--- src/core/t1p_map.svh ---
`ifndef T1P_MAP_SVH
`define T1P_MAP_SVH

// ==========================================
// register indices, byte address = 4 * index
`define T1P_IDX_CTRL 6'h0b
`define T1P_IDX_PWMC 6'h0c
`define T1P_IDX_LATCH 6'h0d
`define T1P_IDX_STAT 6'h0e
`define T1P_IDX_MASK 6'h0f

// ==========================================
// timer_control fields
`define T1P_RUN_BIT 7
`define T1P_LOAD_BIT 6
`define T1P_SRC_HI 5
`define T1P_SRC_LO 4
`define T1P_EDGE_BIT 3
`define T1P_PS_HI 2
`define T1P_PS_LO 0

// ==========================================
// pwm_control fields
`define T1P_MODE_BIT 7
`define T1P_INIT_BIT 6
`define T1P_PIN_BIT 5
`define T1P_RATE_HI 3
`define T1P_RATE_LO 0
`define T1P_PWMC_MASK 8'hef

// ==========================================
// status and mask bits
`define T1P_ST_UFL 0
`define T1P_ST_PWM 1

// ==========================================
// reset values
`define T1P_RST_BYTE 8'h00
`define T1P_RST_EVT 2'h0

// ==========================================
// clock rates, core clock 200 MHz
`define T1P_CLK_MHZ 200
`define T1P_INSTR_MHZ 50
`define T1P_OSC_MHZ 100
`define T1P_INSTR_DIV (`T1P_CLK_MHZ / `T1P_INSTR_MHZ)
`define T1P_OSC_DIV (`T1P_CLK_MHZ / `T1P_OSC_MHZ)

`endif

--- src/core/t1p_pkg.sv ---
package t1p_pkg;

  // ==========================================
  // counting clock source codes
  typedef enum logic [1:0] {
    SRC_EXT_PIN = 2'h0,
    SRC_INSTR = 2'h1,
    SRC_OSC = 2'h2,
    SRC_OSC_X2 = 2'h3
  } t1p_src_t;

  // ==========================================
  // state of the timer block, all but the first pin stage ext_s1
  typedef struct packed {
    logic [7:0] timer_control;
    logic [7:0] pwm_control;
    logic [7:0] timer_preset_latch;
    logic [7:0] period_timer;
    logic [6:0] presc;
    logic [7:0] div_instr;
    logic [7:0] div_osc;
    logic ext_s2;
    logic ext_s3;
    logic pwm_level;
    logic [3:0] pulse_cnt;
    logic period_start;
    logic [1:0] status;
    logic [1:0] mask;
    logic [31:0] prdata;
  } t1p_state_t;

endpackage

--- src/core/t1p_timer.sv ---
`include "t1p_map.svh"

// Operation
// - the timer is an 8-bit down counter with a companion preset latch.
// - paired with the duty timer it forms one pwm channel, this one giving the period.
// - the timer or pwm channel runs while run_enable is 1 and stays stopped while it is 0.
// - with auto-load set a latch write also copies the value into the counter.
// - auto-load acts only at a latch write, changing the bit alone leaves the counter.
// - every underflow reloads the counter from the latch whatever auto-load says.
// - a 2-bit field picks the count clock: pin, instruction clock, oscillator, twice it.
// - with the pin as source the edge bit picks falling (1) or rising (0), else ignored.
// - a 3-bit code n divides the chosen clock by 2 to the power n.
// - mode bit 1 pairs both timers as pwm, 0 leaves them independent timers.
// - initial level 1 starts each period low going high at duty underflow, 0 the reverse.
// - the pwm output goes to port b bit 1 when pin select is 1, else to port a bit 0.
// - the pwm interrupt event fires once every rate code plus one completed pulses.
// - the latch is a read/write 8-bit register at index 0Dh.
// - bit 4 of pwm_control reads as 0.
module t1p_timer #(
  parameter int INSTR_DIV = `T1P_INSTR_DIV,
  parameter int OSC_DIV = `T1P_OSC_DIV
) (
  // clock and reset
  input wire logic CLK,
  input wire logic RST,
  // apb slave
  input wire logic PSEL,
  input wire logic PENABLE,
  input wire logic PWRITE,
  input wire logic [31:0] PADDR,
  input wire logic [31:0] PWDATA,
  output logic [31:0] PRDATA,
  output logic PREADY,
  output logic PSLVERR,
  // external count clock pin, asynchronous
  input wire logic EXT_COUNT_CLOCK_PIN,
  // link to the duty timer
  input wire logic DUTY_TIMER_UNDERFLOW,
  output logic PERIOD_START,
  output logic PAIRED_MODE,
  // pwm pins, enables low while this block drives the pin
  output logic PORT_A_BIT0_OUT,
  output logic PORT_A_BIT0_OE_N,
  output logic PORT_B_BIT1_OUT,
  output logic PORT_B_BIT1_OE_N,
  // timer state and interrupt
  output logic [7:0] PERIOD_TIMER,
  output logic IRQ
);

  // ==========================================
  // state registers
  t1p_pkg::t1p_state_t st;
  t1p_pkg::t1p_state_t next_st;

  // first synchroniser stage, read only by ext_s2
  logic ext_s1;

  // ==========================================
  // decoded fields and bus strobes
  logic run_enable;
  logic auto_load_on_latch_write;
  t1p_pkg::t1p_src_t src_sel;
  logic ext_clock_edge_sel;
  logic [2:0] prescale_code;
  logic paired_mode_sel;
  logic initial_level_sel;
  logic output_pin_sel;
  logic [3:0] interrupt_rate_code;
  logic [5:0] idx;
  logic mapped;
  logic setup;
  logic access;
  logic wr;
  logic rd;
  logic src_tick;
  logic ext_rise;
  logic ext_fall;
  logic [6:0] presc_top;
  logic presc_pulse;
  logic step;
  logic underflow;
  logic pulse_done;
  logic instr_tick;
  logic osc_tick;
  logic [31:0] rd_word;

  // field views of the control registers
  assign run_enable = st.timer_control[`T1P_RUN_BIT];
  assign auto_load_on_latch_write = st.timer_control[`T1P_LOAD_BIT];
  assign src_sel = t1p_pkg::t1p_src_t'(st.timer_control[`T1P_SRC_HI:`T1P_SRC_LO]);
  assign ext_clock_edge_sel = st.timer_control[`T1P_EDGE_BIT];
  assign prescale_code = st.timer_control[`T1P_PS_HI:`T1P_PS_LO];
  assign paired_mode_sel = st.pwm_control[`T1P_MODE_BIT];
  assign initial_level_sel = st.pwm_control[`T1P_INIT_BIT];
  assign output_pin_sel = st.pwm_control[`T1P_PIN_BIT];
  assign interrupt_rate_code = st.pwm_control[`T1P_RATE_HI:`T1P_RATE_LO];

  // ==========================================
  // apb decode, word aligned, zero wait states
  assign idx = PADDR[7:2];
  assign mapped = (PADDR[31:8] == 24'h000000) && (PADDR[1:0] == 2'h0) &&
                  ((idx == `T1P_IDX_CTRL) || (idx == `T1P_IDX_PWMC) ||
                   (idx == `T1P_IDX_LATCH) || (idx == `T1P_IDX_STAT) ||
                   (idx == `T1P_IDX_MASK));
  assign setup = PSEL && !PENABLE;
  assign access = PSEL && PENABLE;
  assign wr = access && PWRITE && mapped;
  assign rd = access && !PWRITE && mapped;

  // handshake answers are combinational, data comes from a flop
  assign PREADY = 1'b1;
  assign PSLVERR = access && !mapped;
  assign PRDATA = st.prdata;

  // ==========================================
  // read mux, sampled in the setup cycle for the access cycle
  always_comb begin
    rd_word = 32'h00000000;
    unique case (idx)
      `T1P_IDX_CTRL: rd_word[7:0] = st.timer_control;
      `T1P_IDX_PWMC: rd_word[7:0] = st.pwm_control & `T1P_PWMC_MASK;
      `T1P_IDX_LATCH: rd_word[7:0] = st.timer_preset_latch;
      `T1P_IDX_STAT: rd_word[1:0] = st.status;
      `T1P_IDX_MASK: rd_word[1:0] = st.mask;
      default: rd_word = 32'h00000000;
    endcase
  end

  // ==========================================
  // clock source ticks, all as enables of CLK
  assign instr_tick = (st.div_instr == 8'(INSTR_DIV - 1));
  assign osc_tick = (st.div_osc == 8'(OSC_DIV - 1));

  // edge detection looks at stages two and three only
  assign ext_rise = st.ext_s2 && !st.ext_s3;
  assign ext_fall = !st.ext_s2 && st.ext_s3;

  // pick the tick, edge bit only matters for the pin
  always_comb begin
    src_tick = 1'b0;
    unique case (src_sel)
      t1p_pkg::SRC_EXT_PIN: src_tick = ext_clock_edge_sel ? ext_fall : ext_rise;
      t1p_pkg::SRC_INSTR: src_tick = instr_tick;
      t1p_pkg::SRC_OSC: src_tick = osc_tick;
      t1p_pkg::SRC_OSC_X2: src_tick = 1'b1;
    endcase
  end

  // ==========================================
  // prescaler, code n gives one pulse per 2**n ticks
  assign presc_top = 7'((8'h01 << prescale_code) - 8'h01);
  assign presc_pulse = src_tick && (st.presc >= presc_top);

  // a stopped timer takes no steps
  assign step = run_enable && presc_pulse;
  assign underflow = step && (st.period_timer == 8'h00);

  // a pwm pulse is complete when its period ends
  assign pulse_done = underflow && paired_mode_sel;

  // ==========================================
  // next state
  always_comb begin
    next_st = st;
    next_st.period_start = 1'b0;

    // free running dividers, kept running so the rates stay regular
    next_st.div_instr = instr_tick ? 8'h00 : 8'(st.div_instr + 8'h01);
    next_st.div_osc = osc_tick ? 8'h00 : 8'(st.div_osc + 8'h01);

    // second and third pin stages
    next_st.ext_s2 = ext_s1;
    next_st.ext_s3 = st.ext_s2;

    // prescaler restarts when stopped so the first period is whole
    if (!run_enable) begin
      next_st.presc = 7'h00;
    end else if (presc_pulse) begin
      next_st.presc = 7'h00;
    end else if (src_tick) begin
      next_st.presc = 7'(st.presc + 7'h01);
    end

    // down count, reload from the latch below zero
    if (underflow) begin
      next_st.period_timer = st.timer_preset_latch;
    end else if (step) begin
      next_st.period_timer = 8'(st.period_timer - 8'h01);
    end

    // pwm level: a new period starts at the inverse of the initial level
    if (underflow && paired_mode_sel) begin
      next_st.pwm_level = !initial_level_sel;
      next_st.period_start = 1'b1;
    end else if (DUTY_TIMER_UNDERFLOW && paired_mode_sel && run_enable) begin
      next_st.pwm_level = initial_level_sel;
    end

    // count completed pulses toward the interrupt rate
    if (!paired_mode_sel) begin
      next_st.pulse_cnt = 4'h0;
    end else if (pulse_done) begin
      if (st.pulse_cnt == interrupt_rate_code) begin
        next_st.pulse_cnt = 4'h0;
      end else begin
        next_st.pulse_cnt = 4'(st.pulse_cnt + 4'h1);
      end
    end

    // read data latched for the access cycle
    if (setup) begin
      next_st.prdata = rd_word;
    end

    // read of status clears it
    if (rd && (idx == `T1P_IDX_STAT)) begin
      next_st.status = `T1P_RST_EVT;
    end

    // software writes
    if (wr) begin
      unique case (idx)
        `T1P_IDX_CTRL: next_st.timer_control = PWDATA[7:0];
        `T1P_IDX_PWMC: next_st.pwm_control = PWDATA[7:0] & `T1P_PWMC_MASK;
        `T1P_IDX_LATCH: begin
          next_st.timer_preset_latch = PWDATA[7:0];
          if (auto_load_on_latch_write) begin
            next_st.period_timer = PWDATA[7:0];
          end
        end
        `T1P_IDX_MASK: next_st.mask = PWDATA[1:0];
        default: next_st.mask = st.mask;
      endcase
    end

    // events set after the clear, so a set in the clearing cycle wins
    if (underflow && !paired_mode_sel) begin
      next_st.status[`T1P_ST_UFL] = 1'b1;
    end
    if (pulse_done && (st.pulse_cnt == interrupt_rate_code)) begin
      next_st.status[`T1P_ST_PWM] = 1'b1;
    end
  end

  // ==========================================
  // registers, synchronous reset
  always_ff @(posedge CLK) begin
    if (RST) begin
      st <= '0;
      ext_s1 <= 1'b0;
    end else begin
      st <= next_st;
      ext_s1 <= EXT_COUNT_CLOCK_PIN;
    end
  end

  // ==========================================
  // outputs
  assign PERIOD_TIMER = st.period_timer;
  assign PERIOD_START = st.period_start;
  assign PAIRED_MODE = paired_mode_sel;
  assign IRQ = |(st.status & st.mask);

  // the pin not selected is released back to the port
  assign PORT_A_BIT0_OUT = st.pwm_level;
  assign PORT_B_BIT1_OUT = st.pwm_level;
  assign PORT_A_BIT0_OE_N = !(paired_mode_sel && !output_pin_sel);
  assign PORT_B_BIT1_OE_N = !(paired_mode_sel && output_pin_sel);

endmodule

--- config.mk ---
export PLATFORM = sky130hd
export DESIGN_NAME = t1p_timer
export DESIGN_NICKNAME = d
export VERILOG_FILES = /design/src/core/t1p_pkg.sv /design/src/core/t1p_timer.sv
export VERILOG_INCLUDE_DIRS = /design/src /design/src/core
export SDC_FILE = /design/constraint.sdc
export NUM_CORES = 1
export LEC_CHECK = 0
export ABC_CLOCK_PERIOD_IN_PS = 4300
export BUFFER_PORTS_ARGS = -buffer_cell sky130_fd_sc_hd__buf_2
export CAP_MARGIN = 20
export CELL_PAD_IN_SITES_DETAIL_PLACEMENT = 2
export CELL_PAD_IN_SITES_GLOBAL_PLACEMENT = 2
export CORE_ASPECT_RATIO = 1.75
export CORE_MARGIN = 5
export CORE_UTILIZATION = 30
export DETAILED_ROUTE_END_ITERATION = 10
export PLACE_DENSITY_LB_ADDON = 0.1
export SKIP_CTS_REPAIR_TIMING = 1
export SYNTH_ARGS = -nofsm -noshare
export SYNTH_HDL_FRONTEND = slang
export SYNTH_SLANG_ARGS = --single-unit
--- constraint.sdc ---
create_clock -name CLK -period 4.3 [get_ports CLK]
set_clock_uncertainty 0.05 [all_clocks]
set_input_delay 0.645 -clock CLK [delete_from_list [all_inputs] [get_ports CLK]]
set_output_delay 0.645 -clock CLK [all_outputs]
set_load 0.01 [all_outputs]
Word level (Yosys, flattened, before mapping):

Index checks and enable logic that the tools add are counted.

* register bits after elaboration: 75
* input bits: 71
* output and inout port bits: 49
* word-level logic and storage cells: 107

* eq/ne operators: 11
* bitwise gates (word level): 3
* shift operators: 1
* muxes and demuxes: 16
* add/subtract/negate cells: 6
* reductions and logical operators: 52
* magnitude comparators: 1

Operator list (number)
* 8-bit two-way mux: 5
* 6-bit by 4-bit == test with 1-bit output (second input constant): 5
* 24-bit zero test: 1
* 1-bit logical AND: 22
* 6-bit case mux with 3 select lines: 1
* 8-bit by 1-bit adder with 8-bit output (second input constant): 2
* 1-bit zero test: 10
* 2-bit case mux with 5 select lines: 1
* 8-bit by 1-bit == test with 1-bit output (second input constant): 1
* 8-bit by 2-bit == test with 1-bit output (second input constant): 1
* 8-bit zero test: 1
* 2-bit AND reduction: 4
* 2-bit OR reduction: 4
* 8-bit by 1-bit subtractor with 8-bit output (second input constant): 1
* 7-bit by 1-bit adder with 7-bit output (second input constant): 1
* 7-bit >= comparator: 1
* 1-bit by 3-bit left shift with 7-bit output (first input constant): 1
* 7-bit by 1-bit subtractor with 7-bit output (second input constant): 1
* 1-bit two-way mux: 6
* 2-bit nonzero test: 3
* 4-bit by 1-bit adder with 4-bit output (second input constant): 1
* 2-bit == test (second input constant): 2
* 4-bit == test: 1
* 2-bit zero test: 2
* 8 further kinds: 12

Logic depth before layout (Yosys ltp):

Gate-level depths: netlist of run 1.

* depth in word-level cells: 11
* mapped depth: 17
* mapped depth without buffers: 13

Least setup slack after synthesis of run 1:

OpenSTA, ideal clock, no wires.

* kind: reg2reg
* from: reg st (netlist bit prescale_code[0])
* to: reg st (netlist bit PERIOD_TIMER[0])
* arrival: 3.178 ns
* data required time: 4.162 ns
* setup slack: 0.984 ns
* stages on the path, launching flop included: 17
* path buffers: 4
* period minus slack after synthesis: 3.316 ns
* library setup time: 0.088 ns
* cell sequence: dfxtp_1 -> clkbuf_1 -> or3_1 -> ha_1 -> buf_1 -> xor2_1 -> nor2_1 -> a21oi_1 -> ha_1 -> and3_1 -> a221o_1 -> a31o_2 -> clkbuf_1 -> nand3_1 -> buf_2 -> nand2_1 -> a311oi_2

* word-level cells in the longest chain between the ends: 10
* elaborated cells on any way between the ends: 11
* classes of those cells: 1 x add/sub; 1 x order compare; 1 x shift; 5 x mux; 3 x reduce/logical

Ends and longest elaborated chain
* from (decl): RTL line t1p_timer.sv:53 `t1p_pkg::t1p_state_t st;`
* from (signal assigned): RTL line t1p_timer.sv:253 `st <= next_st;`
* 1-bit by 3-bit left shift with 7-bit output *: RTL line t1p_timer.sv:152 `assign presc_top = 7'((8'h01 << prescale_code) - 8'h01);`
* 7-bit by 1-bit subtractor with 7-bit output *: RTL line t1p_timer.sv:152
* 7-bit >= comparator *: RTL line t1p_timer.sv:153 `assign presc_pulse = src_tick && (st.presc >= presc_top);`
* 1-bit logical AND *: RTL line t1p_timer.sv:153
* 1-bit logical AND *: RTL line t1p_timer.sv:156 `assign step = run_enable && presc_pulse;`
* 8-bit two-way mux or 1-bit logical AND (tied branches): RTL line t1p_timer.sv:188, t1p_timer.sv:157
* 8-bit two-way mux *: RTL line t1p_timer.sv:186 `if (underflow) begin`
* 8-bit two-way mux: RTL line t1p_timer.sv:228 `if (auto_load_on_latch_write) begin`
* 8-bit two-way mux: RTL line t1p_timer.sv:223 `unique case (idx)`
* 8-bit two-way mux *: RTL line t1p_timer.sv:222 `if (wr) begin`

Every way passes the cells marked *; elsewhere a longest branch is shown, timed or not.
A chain may end at the register's enable or synchronous reset.

Worst setup path after layout of run 1:

* from: reg st (netlist bit prescale_code[0])
* to: reg st (netlist bit PERIOD_TIMER[6])

Same word-level chain as after synthesis.

==> run summary, run 1 <==
Final setup viols - 0
WHS Path Cells - 1
GRT overflow - 0
WL met1 - 4767 um
Delay-heaviest family, CP - simple AND/OR/NAND/NOR gates
Count of state elements after synthesis - 75
Adder-Cell Fraction of Synth Area - 4.170%
Simple-gate share of the synthesized area - 24.46%
Setup slack at placement - 0.5324 ns
Fillers - 1,620
Tot GR Track Use - 16.76%
Initial antenna violation count - 0
DP HPWL - 10,690 um
Tmin final - 3.816 ns
CP required - 4.51 ns
CP most frequent cell - ha_1
Final worst setup slack - 0.4842 ns
R2R Path Start - prescale_code[0]
PortBufs - 70
Initial Util - 30.36%
1st-iter DRT viols - 81
Number of flops mapped to enable cells by yosys - 0
Syn Inst Count - 484
Row count - 57
Cell Int Power - 1.227 mW
Post-DRT Antenna Nets - 0
Relative slew slack - 40.90%
Fin util - 34.86%
Mapped cell area - 4200 um2
Reg-to-Reg End - PERIOD_TIMER[6]
CTS max path bufs - 2
Endpoint class of the critical path - register
Post-synthesis compound-gate area fraction - 12.30%
R2R depth - 12
Peak VDD IR - 196.6 uV
Status - complete, no violations
Met2 WL - 8029 um
Clock Latency Late Sink - 0.34 ns
Clk pwr share - 49.2%
CP max stage delay - 0.66 ns
Largest family of logic cells by synthesized area - simple AND/OR/NAND/NOR gates
RSZ-0062 raised after global routing - no
R2R Setup Slk - 0.48 ns
Fmax - 0.2621 GHz
Hold Path End - next_st[42]
WL final - 13,510 um
P_leak - 1.906 nW
Average size of a mapped cell - 8.678 um2
Metal3 WL - 463 um
Share of layout cells above drive strength 1 - 21.83%
First-pass GRT wire length - 21,920 um
Crit path kind - reg2reg
WP data arrival - 4.02 ns
Vias per std cell - 5.140
P&R area growth vs syn - 14.83%
P_sw - 0.3862 mW
Max-slew violation count - 0
Post-synth cell types - 65
Clock sink total - 75
Highest routing layer actually used - met4
Largest net degree at the start of global routing - 41
FFs w/ async S/R, synth - 0%
CTS tree - built
N_diodes - 0
Fin. Hold Viols - 0
Setup total negative slack - 0 ns
Worst Tran Pin Value - 0.8866 ns
Switching Share - 23.94%
Critical Path Fanout Max - 13
DRC - 0
Tcrit/Tclk final - 88.74%
I/O Pins - 120
Cell total after placement - 697
Vias in the first global route - 4,186
Seq pwr share - 44.5%
TritonCTS buffer count - 9
Comb pwr share - 6.3%
Htree depth - 3
Non-filler cells in the finished layout - 713
Die H - 166.5 um
Mux contribution to synthesized area - 7.417%
Area of the die - 16,560 um2
CP Cell Sequence - or3_1 -> ha_1 -> nor3_1 -> a21o_1 -> a21oi_1 -> ha_1 -> and3_1 -> a221o_1 -> a31o_2 -> nand3_1 -> or4_1 -> a31oi_1
Synth warn - 0
Nets - 616
Vias post-DR - 3,665
Worst-path clk slew - 0.06 ns
P per Cell Area - 334.4 nW/um2
GPL Wtd Cong - 0.7639
Startpoint types - register
Worst min path class - reg2reg
Wirelength per Cell - 18.95 um
Max Cap Viol - 0
Core area - 13,840 um2
Buf/Inv on CP - 0
Clock Root Buffer - clkbuf_16
Hold Startpoint - ext_s1
Sequential share of the synthesized area - 35.75%
Drt pass-1 iters - 4
Crit-path slowest cell - or4_1
Die width - 99.45 um
XOR/XNOR Fraction of Synth Area - 5.004%
Top_reg_cell synth - dfxtp_1
## state kept, by name (all words and copies together), names as in the netlist, 2 cells and up
| signal | flops |
|---|---|
| interrupt_rate_code | 4 |
| PERIOD_TIMER | 8 |
| PRDATA | 8 |
| src_sel | 2 |
| prescale_code | 3 |
| st | 40 |
## worst max path at each step
stage	depth (start not counted)	end	slack [ns]	from
after CTS	12	PERIOD_TIMER[6]	0.50	prescale_code[0]
after detailed placement	12	PERIOD_TIMER[6]	0.53	prescale_code[0]
final	12	PERIOD_TIMER[6]	0.48	prescale_code[0]
after global placement	12	PERIOD_TIMER[7]	0.72	prescale_code[0]
after floorplan	16	PERIOD_TIMER[0]	0.98	prescale_code[0]
after global routing	12	PERIOD_TIMER[6]	0.27	prescale_code[0]
## metal layers
metal	track usage, %	up-vias
li1	-	1732
met2	33.84	78
met5	0	-
met4	5.470	0
met1	16.37	1836
met3	3.181	19
## stage by stage
| stage | area (um2) | total power, mW | hold slack, ns |
|---|---|---|---|
| finish | 4823 | 1.613 | 0.4181 |
| global route | 4823 | 1.679 | 0.4237 |
| CTS | 4823 | 1.643 | 0.4227 |
| detailed placement | 4511 | 0.8368 | 0.4147 |
| global placement | 4511 | 0.8327 | 0.3750 |
| floorplan | 4287 | 0.8051 | 0.3638 |
## area by class of cell
type                       count  area [um2]  area share (%)
clock buffer                  11       252.7           5.240
inverter                      10       37.54          0.7782
multi-input combinational    358        2347           48.66
sequential                    75        1501           31.13
clock inverter                 5       60.06           1.245
tap                          177       221.5           4.591
timing repair buffer          77       402.9           8.353
## kinds of logic after synthesis
kind of cell               Yosys count
buffers and inverters               74
muxes                               31
AOI/OAI and AO/OA                   67
other                                2
and+or+nand+nor                    197
xor gates and xnor gates            24
DFF                                 75
adders and majority gates           14
## synth_stat cells, drive strengths merged, types with 12 or more instances
| master | count | area [um2] |
|---|---|---|
| nand2 | 28 | 105.1 |
| nand3 | 16 | 80.08 |
| ha | 14 | 175.2 |
| buf | 51 | 364.1 |
| nor3 | 12 | 70.07 |
| a21oi | 12 | 60.06 |
| dfxtp | 75 | 1501 |
| clkbuf | 13 | 48.80 |
| xor2 | 19 | 166.4 |
| nor2 | 77 | 296.5 |
| mux2i | 30 | 300.3 |
## power by group through the flow
stage	Clock (mW)	Combinational [mW]	Sequential (mW)
6_report	0.794	0.102	0.717
5_1_grt	0.846	0.114	0.719
4_1_cts	0.821	0.104	0.718
3_5_place_dp	0	0.104	0.733
3_3_place_gp	0	0.100	0.732
2_1_floorplan	0	0.0759	0.729
## placed cells by master, fill, tap and decap left out, drive strengths merged, types with 8 or more instances in the layout
| cell type | netlist | layout |
|---|---|---|
| nand3 | 16 | 16 |
| nor3 | 12 | 12 |
| nand4 | 8 | 8 |
| inv | 10 | 11 |
| nor2 | 77 | 77 |
| conb | 2 | 25 |
| clkbuf | 13 | 11 |
| nand2 | 28 | 28 |
| buf | 51 | 77 |
| a21oi | 12 | 12 |
| xor2 | 19 | 19 |
| mux2i | 30 | 30 |
| dfxtp | 75 | 75 |
| a22oi | 10 | 10 |
| ha | 14 | 14 |
Note: power is estimated with default switching activity, not from simulation.
==> run 2: changes to the inputs <==
--- a/config.mk
+++ b/config.mk
@@ -16,7 +16,9 @@
 export CORE_UTILIZATION = 30
 export DETAILED_ROUTE_END_ITERATION = 10
 export PLACE_DENSITY_LB_ADDON = 0.1
+export REMOVE_ABC_BUFFERS = 1
 export SKIP_CTS_REPAIR_TIMING = 1
 export SYNTH_ARGS = -nofsm -noshare
 export SYNTH_HDL_FRONTEND = slang
 export SYNTH_SLANG_ARGS = --single-unit
+export TNS_END_PERCENT = 10
==> run 2 against run 1 <==
Compared with the run above: register-to-register slack improved by 0.19 ns; total power rose by 4.9%; final cell count grew 0.14%; highest routed layer unchanged; design area is 0.93% higher; largest power group unchanged; critical path depth stayed put; core utilization up 0.33 points; sequential share of layout area is 0.29 points lower; maximum frequency up 5.2%.
==> run summary, run 2 (same netlist as run 1, synthesis figures left out) <==
Final setup viols - 0 (unchanged)
Largest net degree at the start of global routing - 42 (+2.4%)
Worst Tran Pin Value - 0.8808 ns (-0.005761 ns)
Worst min path class - reg2reg
Hold Startpoint - ext_s1
DP HPWL - 10,490 um (-1.8%)
GRT overflow - 0 (unchanged)
Max Cap Viol - 0 (unchanged)
Clock sink total - 75 (unchanged)
CP required - 4.50 ns (about the same)
Initial Util - 30.36% (unchanged)
Fillers - 1,626 (+0.37%)
CP Cell Sequence - or3_1 -> ha_1 -> nor3_1 -> a21o_1 -> a21oi_1 -> ha_1 -> and3_1 -> a221o_1 -> a31o_2 -> nand4_1 -> or3b_2 -> a31oi_1
1st-iter DRT viols - 57 (-30%)
Leading cell type in the layout, fill and taps excluded - nor2_1
Die H - 166.5 um (unchanged)
Peak VDD IR - 172.6 uV (-12%)
TritonCTS buffer count - 9 (unchanged)
Buf/Inv on CP - 0 (unchanged)
Fin. Hold Viols - 0 (unchanged)
Commonest non-fill, non-tap cells in the layout - 76 x nor2_1, 75 x dfxtp_1, 70 x buf_2, 30 x mux2i_1, 28 x nand2_1
WP data arrival - 3.83 ns (-0.19 ns)
First-pass GRT wire length - 21,630 um (-1.3%)
Fmax - 0.2756 GHz (+5.2%)
Clock Latency Late Sink - 0.34 ns (about the same)
Row count - 57 (unchanged)
CTS tree - built
CTS max path bufs - 2 (unchanged)
I/O Pins - 120 (unchanged)
Initial antenna violation count - 0 (unchanged)
P per Cell Area - 347.6 nW/um2 (+4.0%)
Vias per std cell - 5.043 (-1.9%)
Tmin final - 3.629 ns (-0.1870 ns)
Fin util - 35.19% (+0.33 points)
PortBufs - 70 (unchanged)
Critical Path Fanout Max - 9 (-4)
Wirelength per Cell - 18.58 um (-2.0%)
Startpoint types - register
WL final - 13,260 um (-1.8%)
CP max stage delay - 0.58 ns (-0.08 ns)
Vias post-DR - 3,601 (-1.7%)
Share of layout cells above drive strength 1 - 22.16% (+0.33 points)
Htree depth - 3 (unchanged)
Max-slew violation count - 0 (unchanged)
Final Power - 1.692 mW (+4.9%)
Post-DRT Antenna Nets - 0 (unchanged)
Register area - 1501 um2 (unchanged)
Multi-input combinational cell area - 2352 um2 (+0.21%)
R2R Path Start - prescale_code[0]
CP most frequent cell - ha_1
WHS Path Cells - 1 (unchanged)
P_leak - 1.929 nW (+1.2%)
N_diodes - 0 (unchanged)
Hold Path End - next_st[42]
P&R area growth vs syn - 15.91%
Relative slew slack - 40.83% (-0.068 points)
Worst-path clk slew - 0.06 ns (about the same)
Setup total negative slack - 0 ns (unchanged)
Core area - 13,840 um2 (unchanged)
RSZ-0062 raised after global routing - no
Clock Root Buffer - clkbuf_16
Nets - 618 (+0.32%)
GPL Wtd Cong - 0.7922 (+3.7%)
DRC - 0 (unchanged)
Tot GR Track Use - 16.53% (-0.22 points)
Area post-placement - 4531 um2 (+0.44%)
Vias in the first global route - 4,082 (-2.5%)
Delay-heaviest family, CP - simple AND/OR/NAND/NOR gates
Endpoint class of the critical path - register
Crit path kind - reg2reg
Number of flip-flops in the largest register - 40 (unchanged)
Crit-path slowest cell - or3b_2
Tcrit/Tclk final - 84.39% (-4.3 points)
R2R depth - 12 (unchanged)
Reg with most FFs - st
Area of the die - 16,560 um2 (unchanged)
Status - complete, no violations
Die width - 99.45 um (unchanged)
Reg-to-Reg End - PORT_A_BIT0_OUT
Drt pass-1 iters - 4 (unchanged)
Finished Cell Area - 4868 um2 (+0.93%)
R2R Setup Slk - 0.67 ns (+0.19 ns)
==> run 2: cell count changes in the layout (fill, tap and decap cells not counted), sizes merged <==
cell,before,now
buf,77,79
bufinv,1,3
clkbuf,11,9
clkinvlp,1,0
==> run 2: through the flow <==
stage               hold WS, ns  setup WS, ns  cells
CTS                      0.4090        0.6188    714
global route             0.4230        0.3678    714
detailed placement       0.3992        0.6463    699
global placement         0.3799        0.7983    699
finish                   0.4068        0.6712    714
floorplan                0.3638        0.9914    443
==> run 2: how the worst max path moves through the flow <==
| stage | from | endpoint | slack (ns) | cells past startpoint |
|---|---|---|---|---|
| global route | prescale_code[0] | PORT_A_BIT0_OUT | 0.37 | 12 |
| global placement | prescale_code[0] | PERIOD_TIMER[4] | 0.80 | 13 |
| finish | prescale_code[0] | PORT_A_BIT0_OUT | 0.67 | 12 |
| CTS | prescale_code[0] | PORT_A_BIT0_OUT | 0.62 | 12 |
| floorplan | PADDR[17] | st[75] | 0.99 | 6 |
| detailed placement | prescale_code[0] | PORT_A_BIT0_OUT | 0.65 | 12 |
==> run 2: routing by layer <==
| layer | vias to the layer above | global-route usage [%] | wire (um) |
|---|---|---|---|
| met5 | - | 0 | 0 |
| met4 | 0 | 6.243 | 379 |
| met3 | 22 | 2.763 | 322 |
| met2 | 55 | 32.35 | 7579 |
| met1 | 1783 | 16.94 | 4982 |
| li1 | 1741 | - | - |
==> run 2: power by group <==
group | switching [mW] | internal [mW]
clock | 0.307 | 0.566
combinational | 0.0652 | 0.0384
sequential | 0.0107 | 0.705
total | 0.383 | 1.31
==> run 2: cell type report <==
type	count	area share (%)
clock inverter	6	2.313
timing repair buffer	79	8.584
inverter	10	0.7710
clock buffer	9	4.626
tap	177	4.549
sequential	75	30.84
multi-input combinational	358	48.32
==> run 2: worst register-to-register path: cells and delay by family (launching register included) <==
kind | cells | cell delay [ns]
and+or+nand+nor | 5 | 1.78
DFF | 1 | 0.39
AOI/OAI and AO/OA | 5 | 0.75
adders and majority gates | 2 | 0.58
==> run 3: changes to the inputs <==
--- a/config.mk
+++ b/config.mk
@@ -6,14 +6,14 @@
 export SDC_FILE = /design/constraint.sdc
 export NUM_CORES = 1
 export LEC_CHECK = 0
-export ABC_CLOCK_PERIOD_IN_PS = 4300
+export ABC_CLOCK_PERIOD_IN_PS = 3000
 export BUFFER_PORTS_ARGS = -buffer_cell sky130_fd_sc_hd__buf_2
 export CAP_MARGIN = 20
 export CELL_PAD_IN_SITES_DETAIL_PLACEMENT = 2
 export CELL_PAD_IN_SITES_GLOBAL_PLACEMENT = 2
 export CORE_ASPECT_RATIO = 1.75
 export CORE_MARGIN = 5
-export CORE_UTILIZATION = 30
+export CORE_UTILIZATION = 27
 export DETAILED_ROUTE_END_ITERATION = 10
 export PLACE_DENSITY_LB_ADDON = 0.1
 export REMOVE_ABC_BUFFERS = 1
==> constraint.sdc (replaced) <==
create_clock -name CLK -period 3 [get_ports CLK]
set_clock_uncertainty 0.05 [all_clocks]
set_input_delay 0.45 -clock CLK [delete_from_list [all_inputs] [get_ports CLK]]
set_output_delay 0.45 -clock CLK [all_outputs]
set_load 0.01 [all_outputs]
==> run 3 against run 2 <==
Compared with the run above: the flow now finishes with violations (negative setup slack); non-clock buffer count increased by 23; global-route usage decreased by 1.4 points; sequential share of layout area fell by 1.3 points; via count is 2.3% higher; wire length grew 3.7%; sequential power up 44%; clock power up 26%; highest routed layer unchanged.
==> run summary, run 3 (same netlist as run 1, synthesis figures left out) <==
Status - finished, violations left
Failing checks - negative setup slack
CP max stage delay - 0.40 ns (-0.18 ns)
Initial Util - 27.43% (-2.9 points)
Critical Path Fanout Max - 6 (-3)
Worst Tran Pin Value - 0.5803 ns (-0.3005 ns)
Fin. Hold Viols - 0 (unchanged)
Largest net degree at the start of global routing - 26 (-38%)
Worst-path clk slew - 0.07 ns (about the same)
1st-iter DRT viols - 65 (+14%)
WL final - 13,750 um (+3.7%)
Fin util - 33.19% (-2.0 points)
WP data arrival - 3.31 ns (-0.52 ns)
Drt pass-1 iters - 4 (unchanged)
CTS max path bufs - 2 (unchanged)
CP Cell Sequence - or3_4 -> ha_4 -> xor2_1 -> nor2_1 -> a21oi_2 -> ha_1 -> and3_4 -> a221o_1 -> a31o_4 -> buf_4 -> a41o_1 -> o2bb2ai_1 -> a211oi_2
Peak VDD IR - 282.1 uV (+63%)
Tot GR Track Use - 15.16% (-1.4 points)
Seq pwr share - 44.9% (+2.6 points)
Endpoint class of the critical path - register
First-pass GRT wire length - 22,110 um (+2.2%)
DP HPWL - 10,980 um (+4.7%)
Htree depth - 3 (unchanged)
Clk pwr share - 48.3% (-3.3 points)
Cell Int Power - 1.713 mW (+31%)
Reg with most FFs - st
Fmax - 0.3235 GHz (+17%)
Comb pwr share - 6.8% (+0.7 points)
Switching Share - 25.03% (+2.4 points)
GPL Wtd Cong - 0.7591 (-4.2%)
CP required - 3.22 ns (-1.28 ns)
Leading cell type in the layout, fill and taps excluded - nor2_1
Share of layout cells above drive strength 1 - 27.50% (+5.3 points)
Initial antenna violation count - 0 (unchanged)
Final worst setup slack - -0.09163 ns (-0.7628 ns)
Startpoint types - register
Vias per std cell - 4.938 (-2.1%)
Number of flip-flops in the largest register - 40 (unchanged)
I/O Pins - 120 (unchanged)
Tmin final - 3.092 ns (-0.5372 ns)
Vias in the first global route - 4,161 (+1.9%)
Tcrit/Tclk final - 103.1% (+19 points)
Max-slew violation count - 0 (unchanged)
Commonest non-fill, non-tap cells in the layout - 75 x nor2_1, 74 x dfxtp_1, 70 x buf_2, 30 x buf_4, 29 x mux2i_1
Clock sink total - 75 (unchanged)
Worst min path class - in2reg
Nets - 641 (+3.7%)
P_sw - 0.5719 mW (+49%)
Core area - 15,310 um2 (+11%)
P per Cell Area - 449.4 nW/um2 (+29%)
PortBufs - 70 (unchanged)
Crit path kind - reg2reg
Vias post-DR - 3,684 (+2.3%)
P&R area growth vs syn - 21.03%
DRC - 0 (unchanged)
TritonCTS buffer count - 9 (unchanged)
Hold slack final - 0.2690 ns (-0.1379 ns)
Post-DRT Antenna Nets - 0 (unchanged)
Relative slew slack - 60.95% (+20 points)
Crit-path slowest cell - or3_4
Area of the die - 18,250 um2 (+10%)
Die width - 104.3 um (+4.9%)
Row count - 60 (+5.3%)
RSZ-0062 raised after global routing - yes
N_diodes - 0 (unchanged)
Clock Root Buffer - clkbuf_16
CTS tree - built
Wirelength per Cell - 18.44 um (-0.76%)
Clock Latency Late Sink - 0.34 ns (about the same)
Setup total negative slack - -0.7660 ns (-0.7660 ns)
Max Cap Viol - 0 (unchanged)
GRT overflow - 0 (unchanged)
Die H - 175.0 um (+5.1%)
Final setup viols - 18 (+18)
P_leak - 2.031 nW (+5.3%)
==> run 3: cell count changes in the layout (fill, tap and decap cells not counted), moves of 2 or more <==
cell / before / now
buf_4: 9 / 30
a21oi_1: 12 / 10
a21oi_2: 0 / 2
buf_6: 0 / 2
bufinv_16: 3 / 1
==> run 3: worst max-delay path: cells and delay by family, from the launching register on <==
family	cells	cell delay (ns)
flops	1	0.32
compound gates	6	1.13
simple gates	3	0.72
buf+inv	1	0.16
xor+xnor	1	0.14
fa+ha+maj	2	0.49
==> run 3: power groups by stage <==
stage	registers (mW)	clock network, mW	logic [mW]
6_report	1.03	1.10	0.155
5_1_grt	1.03	1.19	0.174
4_1_cts	1.03	1.15	0.159
3_5_place_dp	1.05	0	0.158
3_3_place_gp	1.05	0	0.151
2_1_floorplan	1.05	0	0.0653
==> run 3: layout make-up <==
cell class	instances	area, um2
fillers	1811	10230
well taps	186	232.7
inverters	10	37.54
flip-flops and latches	75	1503
clock buffers	9	225.2
repair buffers	102	598.1
clock inverters	6	66.31
multi-input cells	358	2421
==> run 3: final timing paths <==
path,from,to,slack (ns),depth (start not counted)
worst max-delay path,prescale_code[1],PERIOD_TIMER[2],-0.09,13
worst min-delay path,EXT_COUNT_CLOCK_PIN,ext_s1,0.27,2
worst max register to register,prescale_code[1],PERIOD_TIMER[2],-0.09,13
worst min register to register,ext_s1,next_st[42],0.40,1
==> run 3: per-stage QoR <==
step | cells | cell area [um2] | setup WS [ns] | power [mW]
floorplan | 443 | 3874 | -0.1731 | 1.113
global placement | 729 | 4700 | -0.1326 | 1.199
detailed placement | 729 | 4700 | -0.2094 | 1.206
CTS | 744 | 4991 | -0.2375 | 2.332
global route | 746 | 5084 | -0.2747 | 2.393
finish | 746 | 5084 | -0.09163 | 2.285
==> run 3: metal layers <==
| layer | global-route usage [%] | wire (um) |
|---|---|---|
| met2 | 30.87 | 8238 |
| met4 | 3.458 | 133 |
| met1 | 15.47 | 5100 |
| met5 | 0 | 0 |
| met3 | 2.736 | 280 |
